--- config.mk ---
export PLATFORM = sky130hd
export DESIGN_NAME = supply_level_status_irq
export DESIGN_NICKNAME = d
export VERILOG_FILES = /design/src/hw/supply_level_status_irq.v
export VERILOG_INCLUDE_DIRS = /design/src /design/src/hw
export SDC_FILE = /design/constraint.sdc
export NUM_CORES = 1
export LEC_CHECK = 0
export ABC_AREA = 1
export BUFFER_PORTS_ARGS = -buffer_cell sky130_fd_sc_hd__buf_2
export CORE_MARGIN = 2
export CORE_UTILIZATION = 25
export CTS_CLUSTER_SIZE = 28
export DETAILED_ROUTE_END_ITERATION = 8
export SETUP_SLACK_MARGIN = 0.02
export SLEW_MARGIN = 10
export SYNTH_ARGS = -nofsm -noshare
export SYNTH_HDL_FRONTEND = slang
export SYNTH_SLANG_ARGS = --single-unit
export TNS_END_PERCENT = 1
--- constraint.sdc ---
create_clock -name mclk -period 1 [get_ports mclk]
set_clock_uncertainty 0.1 [all_clocks]
set_input_delay 0.1 -clock mclk [delete_from_list [all_inputs] [get_ports mclk]]
set_output_delay 0.1 -clock mclk [all_outputs]
set_load 0.02 [all_outputs]
--- src/hw/level_monitor_consts.vh ---
/*
 * Register offsets, field positions and reset values of the supply level
 * status and interrupt block.
 * Assumes inclusion by bare name from the design file.
 */
`ifndef LEVEL_MONITOR_CONSTS_VH
`define LEVEL_MONITOR_CONSTS_VH

// Register offsets (byte registers)
`define OFS_ENABLE 3'h0
`define OFS_STATUS 3'h1
`define OFS_IRQ_EN 3'h2
`define OFS_FLAGS 3'h3
`define OFS_TEST_LO 3'h4
`define OFS_TEST_HI 3'h6
`define OFS_TEST_LO_B 3'h5
`define OFS_TEST_HI_B 3'h7

// Field positions
`define BIT_LOW 0
`define BIT_HIGH 1

// Reset values
`define RST_IRQ_EN 2'h0
`define RST_FLAGS 2'h0
`define RST_TEST 8'h00
`define RST_COND 1'b0
`define RST_SYNC 2'h0
`define RST_RDATA 8'h00

`endif

--- src/hw/supply_level_status_irq.v ---
/*
 * Status, change flags and interrupt merging of a supply sense monitor.
 * Assumes asynchronous comparator outputs (four low and two high trip levels per pin), level
 * sense enables and threshold selects from the enable register held
 * elsewhere, and a byte register port clocked by mclk.
 */
// Summary of operation
// - Status bit 1 shows high level, set at rising, cleared at falling point.
// - Status bit 0 shows low level, set below falling, cleared at rising.
// - Status register readable anytime, writes ignored.
// - High flag with high enable (bit 1) requests the interrupt.
// - Low flag with low enable (bit 0) requests the interrupt.
// - High change flag bit 1 sets on any change of high condition.
// - Low change flag bit 0 sets on any change of low condition.
// - Flags clear only by writing 1; writing 0 leaves them.
// - Only the high test register accepts writes, and only in special mode.
// - Interrupt request only while processor is in run mode.
// - Flags unchanged when entering or leaving stop mode.
// - Both condition bits forced to 0 when both level enables are clear.
// - Forced clearing of an active condition counts as a change.
// - Low and high sources, each gated, are ORed into one interrupt.
// - Two-bit low threshold select picks one of four low trip levels.
// - One-bit high threshold select picks one of two high trip levels.
// - Sense pin level enable has priority over supply pin enable.
`timescale 1ns/1ps
`default_nettype none
`include "level_monitor_consts.vh"

module supply_level_status_irq (
   input wire mclk,
   input wire reset_n,
   input wire [2:0] reg_addr,
   input wire [7:0] reg_wdata,
   input wire reg_wr,
   input wire reg_rd,
   output reg [7:0] reg_rdata,
   input wire sense_pin_level_enable,
   input wire supply_pin_level_enable,
   input wire [1:0] low_threshold_select,
   input wire high_threshold_select,
   input wire run_mode,
   input wire special_mode,
   input wire [3:0] sense_low_cmp,
   input wire [1:0] sense_high_cmp,
   input wire [3:0] supply_low_cmp,
   input wire [1:0] supply_high_cmp,
   output reg high_level_condition,
   output reg low_level_condition,
   output reg module_irq
);

////////////////////////////////////////////////////////////////////////////
// Comparator selection
wire sense_on;
wire sensing;
reg low_sense_pick;
reg low_supply_pick;
reg high_sense_pick;
reg high_supply_pick;
reg low_raw;
reg high_raw;

assign sense_on = sense_pin_level_enable;
assign sensing = sense_pin_level_enable | supply_pin_level_enable;

// Low trip level on the sense pin
always @* begin
   low_sense_pick = 1'b0;
   case (low_threshold_select)
      2'h0: begin
         low_sense_pick = sense_low_cmp[0];
      end
      2'h1: begin
         low_sense_pick = sense_low_cmp[1];
      end
      2'h2: begin
         low_sense_pick = sense_low_cmp[2];
      end
      2'h3: begin
         low_sense_pick = sense_low_cmp[3];
      end
      default: begin
         low_sense_pick = 1'b0;
      end
   endcase
end

// Low trip level on the supply pin
always @* begin
   low_supply_pick = 1'b0;
   case (low_threshold_select)
      2'h0: begin
         low_supply_pick = supply_low_cmp[0];
      end
      2'h1: begin
         low_supply_pick = supply_low_cmp[1];
      end
      2'h2: begin
         low_supply_pick = supply_low_cmp[2];
      end
      2'h3: begin
         low_supply_pick = supply_low_cmp[3];
      end
      default: begin
         low_supply_pick = 1'b0;
      end
   endcase
end

// High trip level on the sense pin
always @* begin
   high_sense_pick = 1'b0;
   case (high_threshold_select)
      1'b0: begin
         high_sense_pick = sense_high_cmp[0];
      end
      1'b1: begin
         high_sense_pick = sense_high_cmp[1];
      end
      default: begin
         high_sense_pick = 1'b0;
      end
   endcase
end

// High trip level on the supply pin
always @* begin
   high_supply_pick = 1'b0;
   case (high_threshold_select)
      1'b0: begin
         high_supply_pick = supply_high_cmp[0];
      end
      1'b1: begin
         high_supply_pick = supply_high_cmp[1];
      end
      default: begin
         high_supply_pick = 1'b0;
      end
   endcase
end

// Sense pin wins when both enables are set
always @* begin
   low_raw = 1'b0;
   high_raw = 1'b0;
   if (sense_on) begin
      low_raw = low_sense_pick;
      high_raw = high_sense_pick;
   end else begin
      low_raw = low_supply_pick;
      high_raw = high_supply_pick;
   end
end

////////////////////////////////////////////////////////////////////////////
// Two-flop synchroniser; only the second stage is read
reg [1:0] low_sync_r;
reg [1:0] high_sync_r;
wire low_seen;
wire high_seen;

assign low_seen = low_sync_r[1];
assign high_seen = high_sync_r[1];

always @(posedge mclk) begin
   if (!reset_n) begin
      low_sync_r <= `RST_SYNC;
   end else begin
      low_sync_r <= {low_sync_r[0], low_raw};
   end
end

always @(posedge mclk) begin
   if (!reset_n) begin
      high_sync_r <= `RST_SYNC;
   end else begin
      high_sync_r <= {high_sync_r[0], high_raw};
   end
end

////////////////////////////////////////////////////////////////////////////
// Condition bits
wire low_nxt;
wire high_nxt;
reg low_cond_r;
reg high_cond_r;

assign low_nxt = sensing & low_seen;
assign high_nxt = sensing & high_seen;

always @(posedge mclk) begin
   if (!reset_n) begin
      low_cond_r <= `RST_COND;
   end else begin
      low_cond_r <= low_nxt;
   end
end

always @(posedge mclk) begin
   if (!reset_n) begin
      high_cond_r <= `RST_COND;
   end else begin
      high_cond_r <= high_nxt;
   end
end

always @(posedge mclk) begin
   if (!reset_n) begin
      high_level_condition <= `RST_COND;
   end else begin
      high_level_condition <= high_nxt;
   end
end

always @(posedge mclk) begin
   if (!reset_n) begin
      low_level_condition <= `RST_COND;
   end else begin
      low_level_condition <= low_nxt;
   end
end

////////////////////////////////////////////////////////////////////////////
// Change flags; a forced clearing is also a change
reg [1:0] flags_r;
wire wr_flags;
wire low_clear;
wire high_clear;
wire low_change;
wire high_change;
reg low_flag_nxt;
reg high_flag_nxt;
wire [1:0] flags_nxt;

assign wr_flags = reg_wr && (reg_addr == `OFS_FLAGS);
assign low_clear = wr_flags & reg_wdata[`BIT_LOW];
assign high_clear = wr_flags & reg_wdata[`BIT_HIGH];
assign low_change = low_nxt ^ low_cond_r;
assign high_change = high_nxt ^ high_cond_r;
assign flags_nxt = {high_flag_nxt, low_flag_nxt};

// Set wins over a clear in the same cycle
always @* begin
   low_flag_nxt = flags_r[`BIT_LOW];
   if (low_change) begin
      low_flag_nxt = 1'b1;
   end else if (low_clear) begin
      low_flag_nxt = 1'b0;
   end
end

always @* begin
   high_flag_nxt = flags_r[`BIT_HIGH];
   if (high_change) begin
      high_flag_nxt = 1'b1;
   end else if (high_clear) begin
      high_flag_nxt = 1'b0;
   end
end

// Stop mode has no path into the flags
always @(posedge mclk) begin
   if (!reset_n) begin
      flags_r <= `RST_FLAGS;
   end else begin
      flags_r <= flags_nxt;
   end
end

////////////////////////////////////////////////////////////////////////////
// Interrupt enables and request
reg [1:0] irq_en_r;
reg [1:0] irq_en_nxt;
wire wr_irq_en;
wire low_src;
wire high_src;
wire irq_nxt;

assign wr_irq_en = reg_wr && (reg_addr == `OFS_IRQ_EN);
assign low_src = flags_nxt[`BIT_LOW] & irq_en_r[`BIT_LOW];
assign high_src = flags_nxt[`BIT_HIGH] & irq_en_r[`BIT_HIGH];
assign irq_nxt = run_mode & (low_src | high_src);

always @* begin
   irq_en_nxt = irq_en_r;
   if (wr_irq_en) begin
      irq_en_nxt = reg_wdata[1:0];
   end
end

always @(posedge mclk) begin
   if (!reset_n) begin
      irq_en_r <= `RST_IRQ_EN;
   end else begin
      irq_en_r <= irq_en_nxt;
   end
end

always @(posedge mclk) begin
   if (!reset_n) begin
      module_irq <= 1'b0;
   end else begin
      module_irq <= irq_nxt;
   end
end

////////////////////////////////////////////////////////////////////////////
// Factory test register
reg [7:0] test_hi_r;
reg [7:0] test_hi_nxt;
wire wr_test;

assign wr_test = reg_wr && special_mode &&
   (reg_addr == `OFS_TEST_HI || reg_addr == `OFS_TEST_HI_B);

always @* begin
   test_hi_nxt = test_hi_r;
   if (wr_test) begin
      test_hi_nxt = reg_wdata;
   end
end

always @(posedge mclk) begin
   if (!reset_n) begin
      test_hi_r <= `RST_TEST;
   end else begin
      test_hi_r <= test_hi_nxt;
   end
end

////////////////////////////////////////////////////////////////////////////
// Read port; status register has no write path
reg [7:0] rdata_nxt;

always @* begin
   rdata_nxt = `RST_RDATA;
   if (reg_rd) begin
      case (reg_addr)
         `OFS_ENABLE: begin
            rdata_nxt = `RST_RDATA;
         end
         `OFS_STATUS: begin
            rdata_nxt = {6'h00, high_cond_r, low_cond_r};
         end
         `OFS_IRQ_EN: begin
            rdata_nxt = {6'h00, irq_en_r};
         end
         `OFS_FLAGS: begin
            rdata_nxt = {6'h00, flags_r};
         end
         `OFS_TEST_LO, `OFS_TEST_LO_B: begin
            rdata_nxt = `RST_RDATA;
         end
         `OFS_TEST_HI, `OFS_TEST_HI_B: begin
            rdata_nxt = test_hi_r;
         end
         default: begin
            rdata_nxt = `RST_RDATA;
         end
      endcase
   end
end

always @(posedge mclk) begin
   if (!reset_n) begin
      reg_rdata <= `RST_RDATA;
   end else begin
      reg_rdata <= rdata_nxt;
   end
end

endmodule // supply_level_status_irq
`default_nettype wire

# Word level (Yosys, flattened, before mapping)
# Index checks and enable logic that the tools add are counted.
# Widths: inputs -> output; s select.
[totals]
in_bits = 34
ff_bits = 27
[classes]
reduce_logical = 10
bitwise = 12
mux = 11
eq_ne = 10
[op_table]
columns = ["op", "n"]
rows = [
  ["$pmux 8 s5", 1],
  ["$eq 3x3->1 const B", 4],
  ["$pmux 1 s4", 2],
  ["$and 1x1->1", 7],
  ["$eq 3x2->1 const B", 2],
  ["$mux 1", 6],
  ["$eq 2x2->1 const B", 2],
  ["$logic_and 1x1->1", 4],
  ["$pmux 1 s2", 2],
  ["$eq 3x1->1 const B", 1],
  ["$logic_not 3->1", 1],
  ["$reduce_or 3->1", 1],
  ["$eq 2x1->1 const B", 1],
  ["$logic_not 2->1", 1],
  ["$or 1x1->1", 2],
  ["$reduce_and 2->1", 1],
  ["$reduce_or 2->1", 1],
  ["$xor 1x1->1", 2],
  ["$logic_or 1x1->1", 1],
  ["$not 1->1", 1],
]

# Logic depth before layout (Yosys ltp)
# Gate-level depths: netlist of the first run.
[logic_depth]
ltp_word = 8
ltp_mapped = 9
depth_no_buf = 9

# Worst setup path after synthesis of the first run
# OpenSTA, ideal clock, no wires.
[synth_path]
path_type = "flip-flop to flip-flop"
from = "register, netlist name high_level_condition"
to = "register module_irq"
slack_ps = -37
n_path_buf = 0
synth_period_minus_slack_ps = 1037
required_time_ps = 784
setup_ps = 116
arrival_time_ps = 822
path_stages_with_launch = 8
path_cell_list = "dfxtp_1 inv_1 nand3_1 nand2_1 inv_1 nand2_1 nand2_1 a21oi_1"
[synth_lines]
columns = ["item", "line_no", "text"]
rows = [
  ["to (signal assigned)", "supply_level_status_irq.v:303", "module_irq <= irq_nxt;"],
  ["to (decl)", "supply_level_status_irq.v:49", "output reg module_irq"],
]

# Worst setup path in the final report of the first run
[layout_path]
from = "register high_level_condition"
to = "output high_level_condition"
[layout_lines]
columns = ["item", "line_no", "text"]
rows = [
  ["from (decl)", "supply_level_status_irq.v:47", "output reg high_level_condition,"],
  ["from (signal assigned)", "supply_level_status_irq.v:209", "high_level_condition <= `RST_COND;"],
  ["from (signal assigned)", "supply_level_status_irq.v:211", "high_level_condition <= high_nxt;"],
]
# No word-level cell between the ends.

==> results.py, run 1 <==
metrics = {
    "floorplan": {
        "placementRows": 24,
        "start_util": 0.256,
        "io_pins": 45,
        "die_width_um": 70.6,
        "core_um2": 4320,
        "dieHeight_um": 70.6,
        "die_area_um2": 4980,
    },
    "clock_network": {
        "cts_tree": "built",
        "htreeDepth": 1,
        "clk_latency_ns": 0.26,
        "cts_buffers": 3,
        "cts.sinks": 27,
        "clk_pin_slew_ns": 0.09,
        "root_buffer": "clkbuf_8",
        "clock_path_buffers": 2,
    },
    "timing": {
        "tns_ns": -0.0280,
        "period_minus_slack_ns": 1.03,
        "slew_headroom": 0.805,
        "tightest_slew_ns": 0.292,
        "hold_viol": 0,
        "rsz0062_at_grt": "true",
        "slew_violations": 0,
        "setup_ws_ns": -0.0280,
        "fmax_mhz": 973,
        "timing.final.crit_share": 1.03,
        "setup_viol_count_final": 1,
    },
    "setup_path": {
        "arrival_ns": 0.83,
        "start_kind": "flop",
        "cp_slowest_cell": "dfxtp_2",
        "reg2reg_depth": 6,
        "cp_common_cell": "buf_6",
        "crit_type": "flop to output port",
        "timing.critical_path.to": "high_level_condition",
        "cp_cell_sequence": "buf_6, buf_6",
        "worst_ep_required_time_ns": 0.80,
        "critPathCaptureType": "output port",
        "r2r-end": "module_irq$_SDFF_PN0_",
        "cp_max_fo": 3,
        "setup.worst_path.start": "high_level_condition$_SDFF_PN0_",
        "reg2reg_slack_ns": 0,
        "critPathMaxStageDelay_ns": 0.34,
        "reg2reg_from": "low_level_condition$_SDFF_PN0_",
    },
    "logic_synthesis": {
        "syn-mean-instance-area_um2": 7.43,
        "synthAdderAreaFrac": 0,
        "synth-xor-area-share": 0,
        "muxShareOfSynthArea": 0,
        "syn_inst": 149,
        "synth_compound_area_frac": 0.131,
        "syn_nets": 183,
        "yosysUniqueCellTypes": 18,
        "synthSimpleGateAreaFrac": 0.303,
        "synth_area_um2": 1110,
        "ys_seq_area_frac": 0.488,
        "synth_top_family_by_area": "simple AND/OR/NAND/NOR gates",
        "synth-seq-cells": 27,
        "yosysWarnings": 0,
    },
    "cells_and_area": {
        "finalNonFillerCells": 260,
        "drive_gt1_frac": 0.346,
        "final_common_cell": "buf_2",
        "nets": 243,
        "area.growth.synth_to_final_pct": 42.0,
        "final_cell_mix": "buf_2, nand2_1, nor2_1, dfxtp_1, inv_1",
        "n_antenna_cell": 0,
    },
    "power": {
        "p_per_area_nw_per_um2": 1270,
        "p_clk_frac": 0.297,
        "p_sw_mw": 0.473,
        "combPwrFrac": 0.141,
        "power.internal_mw": 1.53,
        "sw_frac_of_total": 0.237,
        "irDropWorstVdd_mv": 0.478,
        "p_seq_frac": 0.562,
        "p_leak_nw": 0.742,
    },
    "routing": {
        "firstDrtPassIters": 6,
        "drt_iter0_drc": 74,
        "routedWlPerCell_um": 9.71,
        "via_per_inst": 4.13,
        "ant_nets": 0,
        "drt_wl_total_mm": 2.53,
        "via_count": 1073,
        "route.detailed.drc": 0,
    },
    "run": {
        "maxCapViolCount": 0,
    },
    "placed_design": {
        "preCtsSetupSlack_ns": -0.0541,
        "gp_congestion": 0.723,
        "portBuffers": 44,
        "hpwl_mm": 2.03,
        "dp_cells": 249,
    },
    "grt": {
        "grt_pass1_vias": 1024,
        "antenna_found_initial": 0,
        "overflow": 0,
        "track_usage": 0.106,
        "grt_pass1_wl_mm": 4.31,
        "grt_max_degree": 15,
    },
    "run_status": {
        "status": "complete, but fails checks",
        "violations": "setup timing",
    },
    "worst_hold_path": {
        "hp-class": "input port to flop",
    },
}
## layer usage
metal / GRT usage / share of wire / vias to the layer above
met5: 0 / 0 / -
li1: - / - / 589
met2: 0.183 / 0.49 / 17
met4: 0.0419 / 0.0083 / 0
met3: 0.0157 / 0.038 / 2
met1: 0.132 / 0.46 / 465
## worst min-delay path by stage
stage | from | cells after the start | endpoint | slack (ns)
global placement | reg_wdata[2] | 3 | test_hi_r[2]$_SDFFE_PN0P_ | 0.24
global route | sense_high_cmp[1] | 3 | high_sync_r[0]$_SDFF_PN0_ | 0.02
floorplan | reset_n | 2 | test_hi_r[5]$_SDFFE_PN0P_ | 0.11
detailed placement | run_mode | 3 | module_irq$_SDFF_PN0_ | 0.25
CTS | supply_pin_level_enable | 3 | high_level_condition$_SDFF_PN0_ | 0.004
finish | reg_wdata[5] | 3 | test_hi_r[5]$_SDFFE_PN0P_ | 0.006
## cell usage after synthesis
| cell | instances | area share |
|---|---|---|
| buf_2 | 1 | 0.0045 |
| nor2_1 | 25 | 0.085 |
| dfxtp_1 | 27 | 0.49 |
| nand2_2 | 1 | 0.0057 |
| buf_6 | 1 | 0.010 |
| nor3_1 | 3 | 0.014 |
| nand3b_1 | 1 | 0.0068 |
| a41oi_1 | 2 | 0.016 |
| inv_1 | 17 | 0.058 |
| a21oi_1 | 8 | 0.036 |
| nor3b_1 | 1 | 0.0068 |
| o21ai_0 | 6 | 0.027 |
| o21ai_1 | 1 | 0.0045 |
| o21ai_2 | 6 | 0.047 |
| nand3_1 | 9 | 0.041 |
| nand3_4 | 1 | 0.016 |
| nand2_1 | 38 | 0.13 |
| inv_4 | 1 | 0.0057 |
## flip-flops by register name, summed over array words and instances, names as in the netlist
register / count
low_sync_r: 2
high_sync_r: 2
irq_en_r: 2
test_hi_r: 8
low_level_condition: 1
flags_r: 2
reg_rdata: 8
high_level_condition: 1
module_irq: 1
## critical path: cells and delay by family (launching register included)
| family | cells | cell delay (ns) |
|---|---|---|
| buf+inv | 2 | 0.23 |
| flops | 1 | 0.34 |
## power by group through the flow
stage	clock network [mW]	registers [mW]	logic [mW]
after global routing	0.666	1.13	0.319
final	0.594	1.12	0.282
after detailed placement	0	1.15	0.256
after CTS	0.615	1.13	0.279
after floorplan	0	1.15	0.125
after global placement	0	1.15	0.254
## kinds of logic after synthesis
kind of cell | after synthesis
and+or+nand+nor | 79
DFF | 27
AOI/OAI and AO/OA | 23
buffers and inverters | 20
## through the flow
stage / utilization / hold slack, ns / area [um2] / power [mW]
after floorplan: - / 0.111 / 1110 / 1.28
after global placement: 0.329 / 0.241 / 1420 / 1.40
after detailed placement: 0.329 / 0.246 / 1420 / 1.41
after CTS: 0.358 / 0.00390 / 1550 / 2.02
after global routing: 0.364 / 0.0166 / 1570 / 2.11
final: 0.364 / 0.00604 / 1570 / 2.00
## repair_timing
| action | 4_1_cts | 5_1_grt |
|---|---|---|
| hold buffers | 5 | 0 |
| setup buffers | 1 | 1 |
| pin swaps | 0 | 2 |
| resized for setup | 7 | 6 |
| setup endpoints to repair | 3 | 5 |
| endpoints found under the hold margin | 5 | 0 |
## area by class of cell
type                       instances  area (um2)
fill                             483        2750
sequential                        27         546
multi-input combinational        102         500
timing repair buffer              57         347
inverter                          18        70.1
tap                               52        65.1
clock buffer                       4        45.0
Power figures use the tool's default switching activity.
==> run 2, diff against run 1 <==
- SLEW_MARGIN: 10 -> not set
- clock period: 1 -> 1.1 ns (I/O delays scaled with it)
==> run 2 against run 1 <==
Worst setup slack better by 0.079 ns. Cell count down 1.9%. Clock power down 6.1%. Wire length down 5.0%. Register-to-register slack better by 0.09 ns. Largest power group unchanged. Core utilization down 1.6 points. First-iteration DRC count down 19%. Sequential power down 9%. Sequential cell count unchanged. Via count down 1.6%. Combinational power down 16%. The flow now finishes without violations.
==> results.py, run 2 (synthesis gave the netlist of run 1 again) <==
metrics = {
    "timing": {
        "period_minus_slack_ns": 1.05,
        "tns_ns": 0,
        "tightest_slew_ns": 0.263,
        "fmax_mhz": 953,
        "hold_viol": 0,
        "rsz0062_at_grt": "true",
        "slew_violations": 0,
        "setup_viol_count_final": 0,
        "slew_headroom": 0.824,
        "timing.final.crit_share": 0.954,
    },
    "cells_and_area": {
        "drive_gt1_frac": 0.305,
        "stdcell_area_um2": 1500,
        "final_common_cell": "buf_2",
        "nets": 238,
        "ff_latch_area_um2": 543,
        "area.growth.synth_to_final_pct": 35.8,
        "reg_top3": "reg_rdata (8), test_hi_r (8)",
        "fillers": 495,
        "multi_input_area_um2": 480,
        "final_cell_mix": "buf_2, nand2_1, nor2_1, dfxtp_1, inv_1",
        "n_antenna_cell": 0,
    },
    "floorplan": {
        "io_pins": 45,
        "die_width_um": 70.6,
        "core_um2": 4320,
        "die_area_um2": 4980,
        "dieHeight_um": 70.6,
        "placementRows": 24,
        "start_util": 0.256,
    },
    "routing": {
        "route.detailed.drc": 0,
        "ant_nets": 0,
        "via_count": 1056,
        "routedWlPerCell_um": 9.41,
        "firstDrtPassIters": 4,
        "drt_iter0_drc": 60,
        "via_per_inst": 4.14,
        "drt_wl_total_mm": 2.40,
    },
    "power": {
        "irDropWorstVdd_mv": 0.611,
        "p_leak_nw": 0.716,
        "p_per_area_nw_per_um2": 1210,
    },
    "placed_design": {
        "gp_congestion": 0.809,
        "dpl_cell_area_um2": 1410,
        "portBuffers": 44,
        "hpwl_mm": 1.93,
    },
    "run": {
        "maxCapViolCount": 0,
    },
    "grt": {
        "antenna_found_initial": 0,
        "grt_max_degree": 15,
        "track_usage": 0.101,
        "grt_pass1_vias": 901,
        "overflow": 0,
        "grt_pass1_wl_mm": 4.05,
    },
    "setup_path": {
        "reg2reg_depth": 7,
        "critPathCaptureType": "output port",
        "cp_max_fo": 3,
        "start_kind": "flop",
        "crit_type": "flop to output port",
        "worst_ep_required_time_ns": 0.89,
        "arrival_ns": 0.84,
    },
    "clock_network": {
        "root_buffer": "clkbuf_8",
        "cts_tree": "built",
        "clk_pin_slew_ns": 0.09,
        "htreeDepth": 1,
        "cts.sinks": 27,
        "cts_setup_buffers": 0,
        "clock_path_buffers": 2,
        "cts_buffers": 3,
        "clk_latency_ns": 0.27,
    },
    "run_status": {
        "status": "completed",
    },
    "worst_hold_path": {
        "hold_depth": 3,
        "hp-class": "input port to flop",
    },
}
-- run 2: changes by cell type in the layout (fill, tap and decap cells not counted), sizes merged --
cell,delta
buf,-4
dlygate4sd3,-1
-- run 2: what timing repair did --
action                                  CTS  global route
hold buffers                              4             0
endpoints found under the hold margin     4             0
endpoints found under the setup margin    1             2
resized for setup                         3             2
-- run 2: where the power goes --
part / internal, mW / total (mW) / switching, mW
Sequential: 1.01 / 1.02 / 0.0143
Clock: 0.259 / 0.558 / 0.298
Combinational: 0.112 / 0.237 / 0.125
-- run 2: per-stage QoR --
stage / hold WS (ns) / power, mW / instances / utilization / setup WS, ns
after floorplan: 0.121 / 1.16 / 149 / - / 0.0625
after global placement: 0.250 / 1.27 / 247 / 0.325 / 0.0320
after detailed placement: 0.254 / 1.27 / 247 / 0.325 / 0.0225
after CTS: 0.00630 / 1.83 / 255 / 0.347 / 0.0206
after global routing: 0.0150 / 1.93 / 255 / 0.348 / 0.0126
final: 0.00344 / 1.82 / 255 / 0.348 / 0.0508
-- run 2: area by class of cell --
class | instances | share of cell area
clock buffer | 4 | 0.0300
inverter | 18 | 0.0466
multi-input combinational | 102 | 0.319
sequential | 27 | 0.361
tap | 52 | 0.0433
timing repair buffer | 52 | 0.200
-- run 2: critical path: stages, from the launching register on --
cell	delay (ns)
dfxtp_2	0.34
buf_6	0.11
buf_6	0.12
-- run 2: metal layers --
layer,global-route usage,wire (um),vias up
li1,-,-,578
met2,0.164,1070,25
met1,0.137,1180,449
met3,0.0185,120,4
met5,0,0,-
met4,0.0314,32,0
-- run 2: path summary, 6_finish.rpt --
path                                        start                        end  slack [ns]
setup / recovery  high_level_condition$_SDFF_PN0_       high_level_condition        0.05
hold / removal                       reg_wdata[6]  test_hi_r[6]$_SDFFE_PN0P_       0.003
hold reg to reg         high_sync_r[0]$_SDFF_PN0_  high_sync_r[1]$_SDFF_PN0_        0.32
setup reg to reg        high_sync_r[1]$_SDFF_PN0_      module_irq$_SDFF_PN0_        0.09
==> run 3, diff against run 2 <==
- CTS_BUF_LIST: not set -> sky130_fd_sc_hd__clkbuf_16
==> run 3 against run 2 <==
The run now ends with hold timing left. Register-to-register slack hardly changed. Cell area is 0.42% higher. Via count is 0.19% lower. Sequential share of layout area is 0.15 points lower. Core utilization is 0.14 points higher. Die area stayed put. Count of clock-buffer cells in the layout is 1 lower. Non-clock buffer count is 2 lower. Sequential power hardly changed. First-iteration DRC count is 13% lower. Total power is 13% higher. Combinational power is 3% lower. Critical path type unchanged. Critical endpoint unchanged.
==> results.py, run 3 (synthesis gave the netlist of run 1 again) <==
metrics = {
    "run_status": {
        "status": "complete, but fails checks",
        "violations": "hold timing",
    },
    "grt": {
        "grt_util_met3": 0.0228,
        "antenna_found_initial": 0,
        "gr-usage-met1": 0.132,
        "overflow": 0,
        "grt_pass1_vias": 884,
        "grt_pass1_wl_mm": 4.04,
        "use_met2": 0.162,
        "track_usage": 0.101,
        "grt_max_degree": 15,
        "grt_busiest_layer": "met2",
    },
    "timing": {
        "worst_hold_slack_ns": -0.00421,
        "tightest_slew_ns": 0.259,
        "rsz0062_at_grt": "true",
        "fmax_mhz": 933,
        "slew_violations": 0,
        "hold_viol": 2,
        "slew_headroom": 0.827,
        "timing.final.crit_share": 0.974,
        "setup_viol_count_final": 0,
        "period_minus_slack_ns": 1.07,
        "tns_ns": 0,
    },
    "cells_and_area": {
        "nets": 236,
        "finalNonFillerCells": 253,
        "n_antenna_cell": 0,
        "reg_top3": "reg_rdata (8), test_hi_r (8)",
        "final_cell_mix": "buf_2, nand2_1, nor2_1, dfxtp_1, inv_1",
        "multi_input_area_um2": 480,
        "area.growth.synth_to_final_pct": 36.4,
        "ff_latch_area_um2": 543,
        "final_common_cell": "buf_2",
        "drive_gt1_frac": 0.308,
        "fillers": 489,
        "stdcell_area_um2": 1510,
    },
    "clock_network": {
        "htreeDepth": 1,
        "cts_buffers": 3,
        "cts_setup_buffers": 0,
        "cts_tree": "built",
        "clk_pin_slew_ns": 0.06,
        "root_buffer": "clkbuf_16",
        "cts.sinks": 27,
        "clk_latency_ns": 0.25,
        "clock_path_buffers": 2,
    },
    "worst_hold_path": {
        "min-delay-start": "reg_wdata[2]",
        "hold_depth": 3,
        "hp-class": "input port to flop",
        "whs_endpoint": "test_hi_r[2]$_SDFFE_PN0P_",
    },
    "power": {
        "p_clk_frac": 0.389,
        "combPwrFrac": 0.112,
        "p_sw_mw": 0.450,
        "p_leak_nw": 0.725,
        "power.internal_mw": 1.60,
        "sw_frac_of_total": 0.219,
        "p_seq_frac": 0.499,
        "p_total_mw": 2.05,
        "p_per_area_nw_per_um2": 1360,
        "irDropWorstVdd_mv": 0.498,
    },
    "floorplan": {
        "die_area_um2": 4980,
        "placementRows": 24,
        "dieHeight_um": 70.6,
        "core_um2": 4320,
        "die_width_um": 70.6,
        "io_pins": 45,
        "start_util": 0.256,
    },
    "placed_design": {
        "dpl_cell_area_um2": 1410,
        "gp_congestion": 0.809,
        "portBuffers": 44,
        "hpwl_mm": 1.93,
        "dp_cells": 247,
    },
    "setup_path": {
        "cp_common_cell": "buf_4",
        "cp_cell_sequence": "buf_4, buf_4",
        "critPathCaptureType": "output port",
        "critPathMaxStageDelay_ns": 0.32,
        "reg2reg_slack_ns": 0.09,
        "start_kind": "flop",
        "cp_max_fo": 3,
        "r2r-end": "module_irq$_SDFF_PN0_",
        "cp.buffers_inverters": 2,
        "cp_slowest_cell": "dfxtp_2",
        "worst_ep_required_time_ns": 0.89,
        "reg2reg_depth": 7,
        "path_delay_family": "flip-flops",
        "arrival_ns": 0.86,
        "reg2reg_from": "high_sync_r[1]$_SDFF_PN0_",
        "crit_type": "flop to output port",
    },
    "run": {
        "maxCapViolCount": 0,
    },
    "routing": {
        "drt_iter0_drc": 52,
        "route.detailed.drc": 0,
        "via_per_inst": 4.17,
        "firstDrtPassIters": 4,
        "via_count": 1054,
        "drt_wl_total_mm": 2.36,
        "routedWlPerCell_um": 9.32,
        "ant_nets": 0,
    },
}
-- run 3: cell count changes in the layout (fill, tap and decap cells not counted) --
cell	before	now
clkbuf_16	0	3
dlygate4sd3_1	4	2
clkbuf_1	1	0
inv_1	17	18
clkbuf_8	3	0
buf_4	3	5
buf_6	2	0
-- run 3: what timing repair did --
action	CTS	global route
hold buffers	2	0
gates resized for setup	2	1
hold endpoints to repair	2	0
setup endpoints to repair	1	2
-- run 3: per-stage QoR --
stage | utilization | worst slack (ns)
after floorplan | - | 0.0625
after global placement | 0.325 | 0.0320
after detailed placement | 0.325 | 0.0225
after CTS | 0.349 | 0.0205
after global routing | 0.349 | 0.000379
final | 0.349 | 0.0282
-- run 3: power groups by stage --
stage                     sequential (mW)  clock (mW)  combinational, mW
final                                1.02       0.798              0.230
after global routing                 1.03       0.869              0.266
after CTS                            1.02       0.815              0.235
after detailed placement             1.05           0              0.228
after global placement               1.05           0              0.226
after floorplan                      1.05           0              0.114
-- run 3: worst max-delay path by stage --
stage | to | depth (start not counted) | start
final | high_level_condition | 2 | high_level_condition$_SDFF_PN0_
after global routing | high_level_condition | 2 | high_level_condition$_SDFF_PN0_
after CTS | high_level_condition | 2 | high_level_condition$_SDFF_PN0_
after detailed placement | test_hi_r[2]$_SDFFE_PN0P_ | 7 | reg_addr[2]
after global placement | test_hi_r[2]$_SDFFE_PN0P_ | 7 | reg_addr[2]
after floorplan | module_irq$_SDFF_PN0_ | 7 | high_level_condition$_SDFF_PN0_
-- run 3: layer usage --
layer	vias to the layer above	routed length [um]
li1	578	-
met1	450	1120
met2	26	1110
met3	0	125
met4	0	0
met5	-	0
-- run 3: area by class of cell --
cell class,instances,area share
Multi-Input combinational cell,102,0.318
Sequential cell,27,0.360
Inverter,18,0.0464
Clock buffer,3,0.0497
Clock inverter,1,0.00249
Timing Repair Buffer,50,0.181
Tap cell,52,0.0431
-- run 3: tightest hold or removal path, delay by kind of cell --
family | cells | cell delay, ns
AOI/OAI and AO/OA | 1 | 0.05
and+or+nand+nor | 1 | 0.07
buffers and inverters | 1 | 0.09
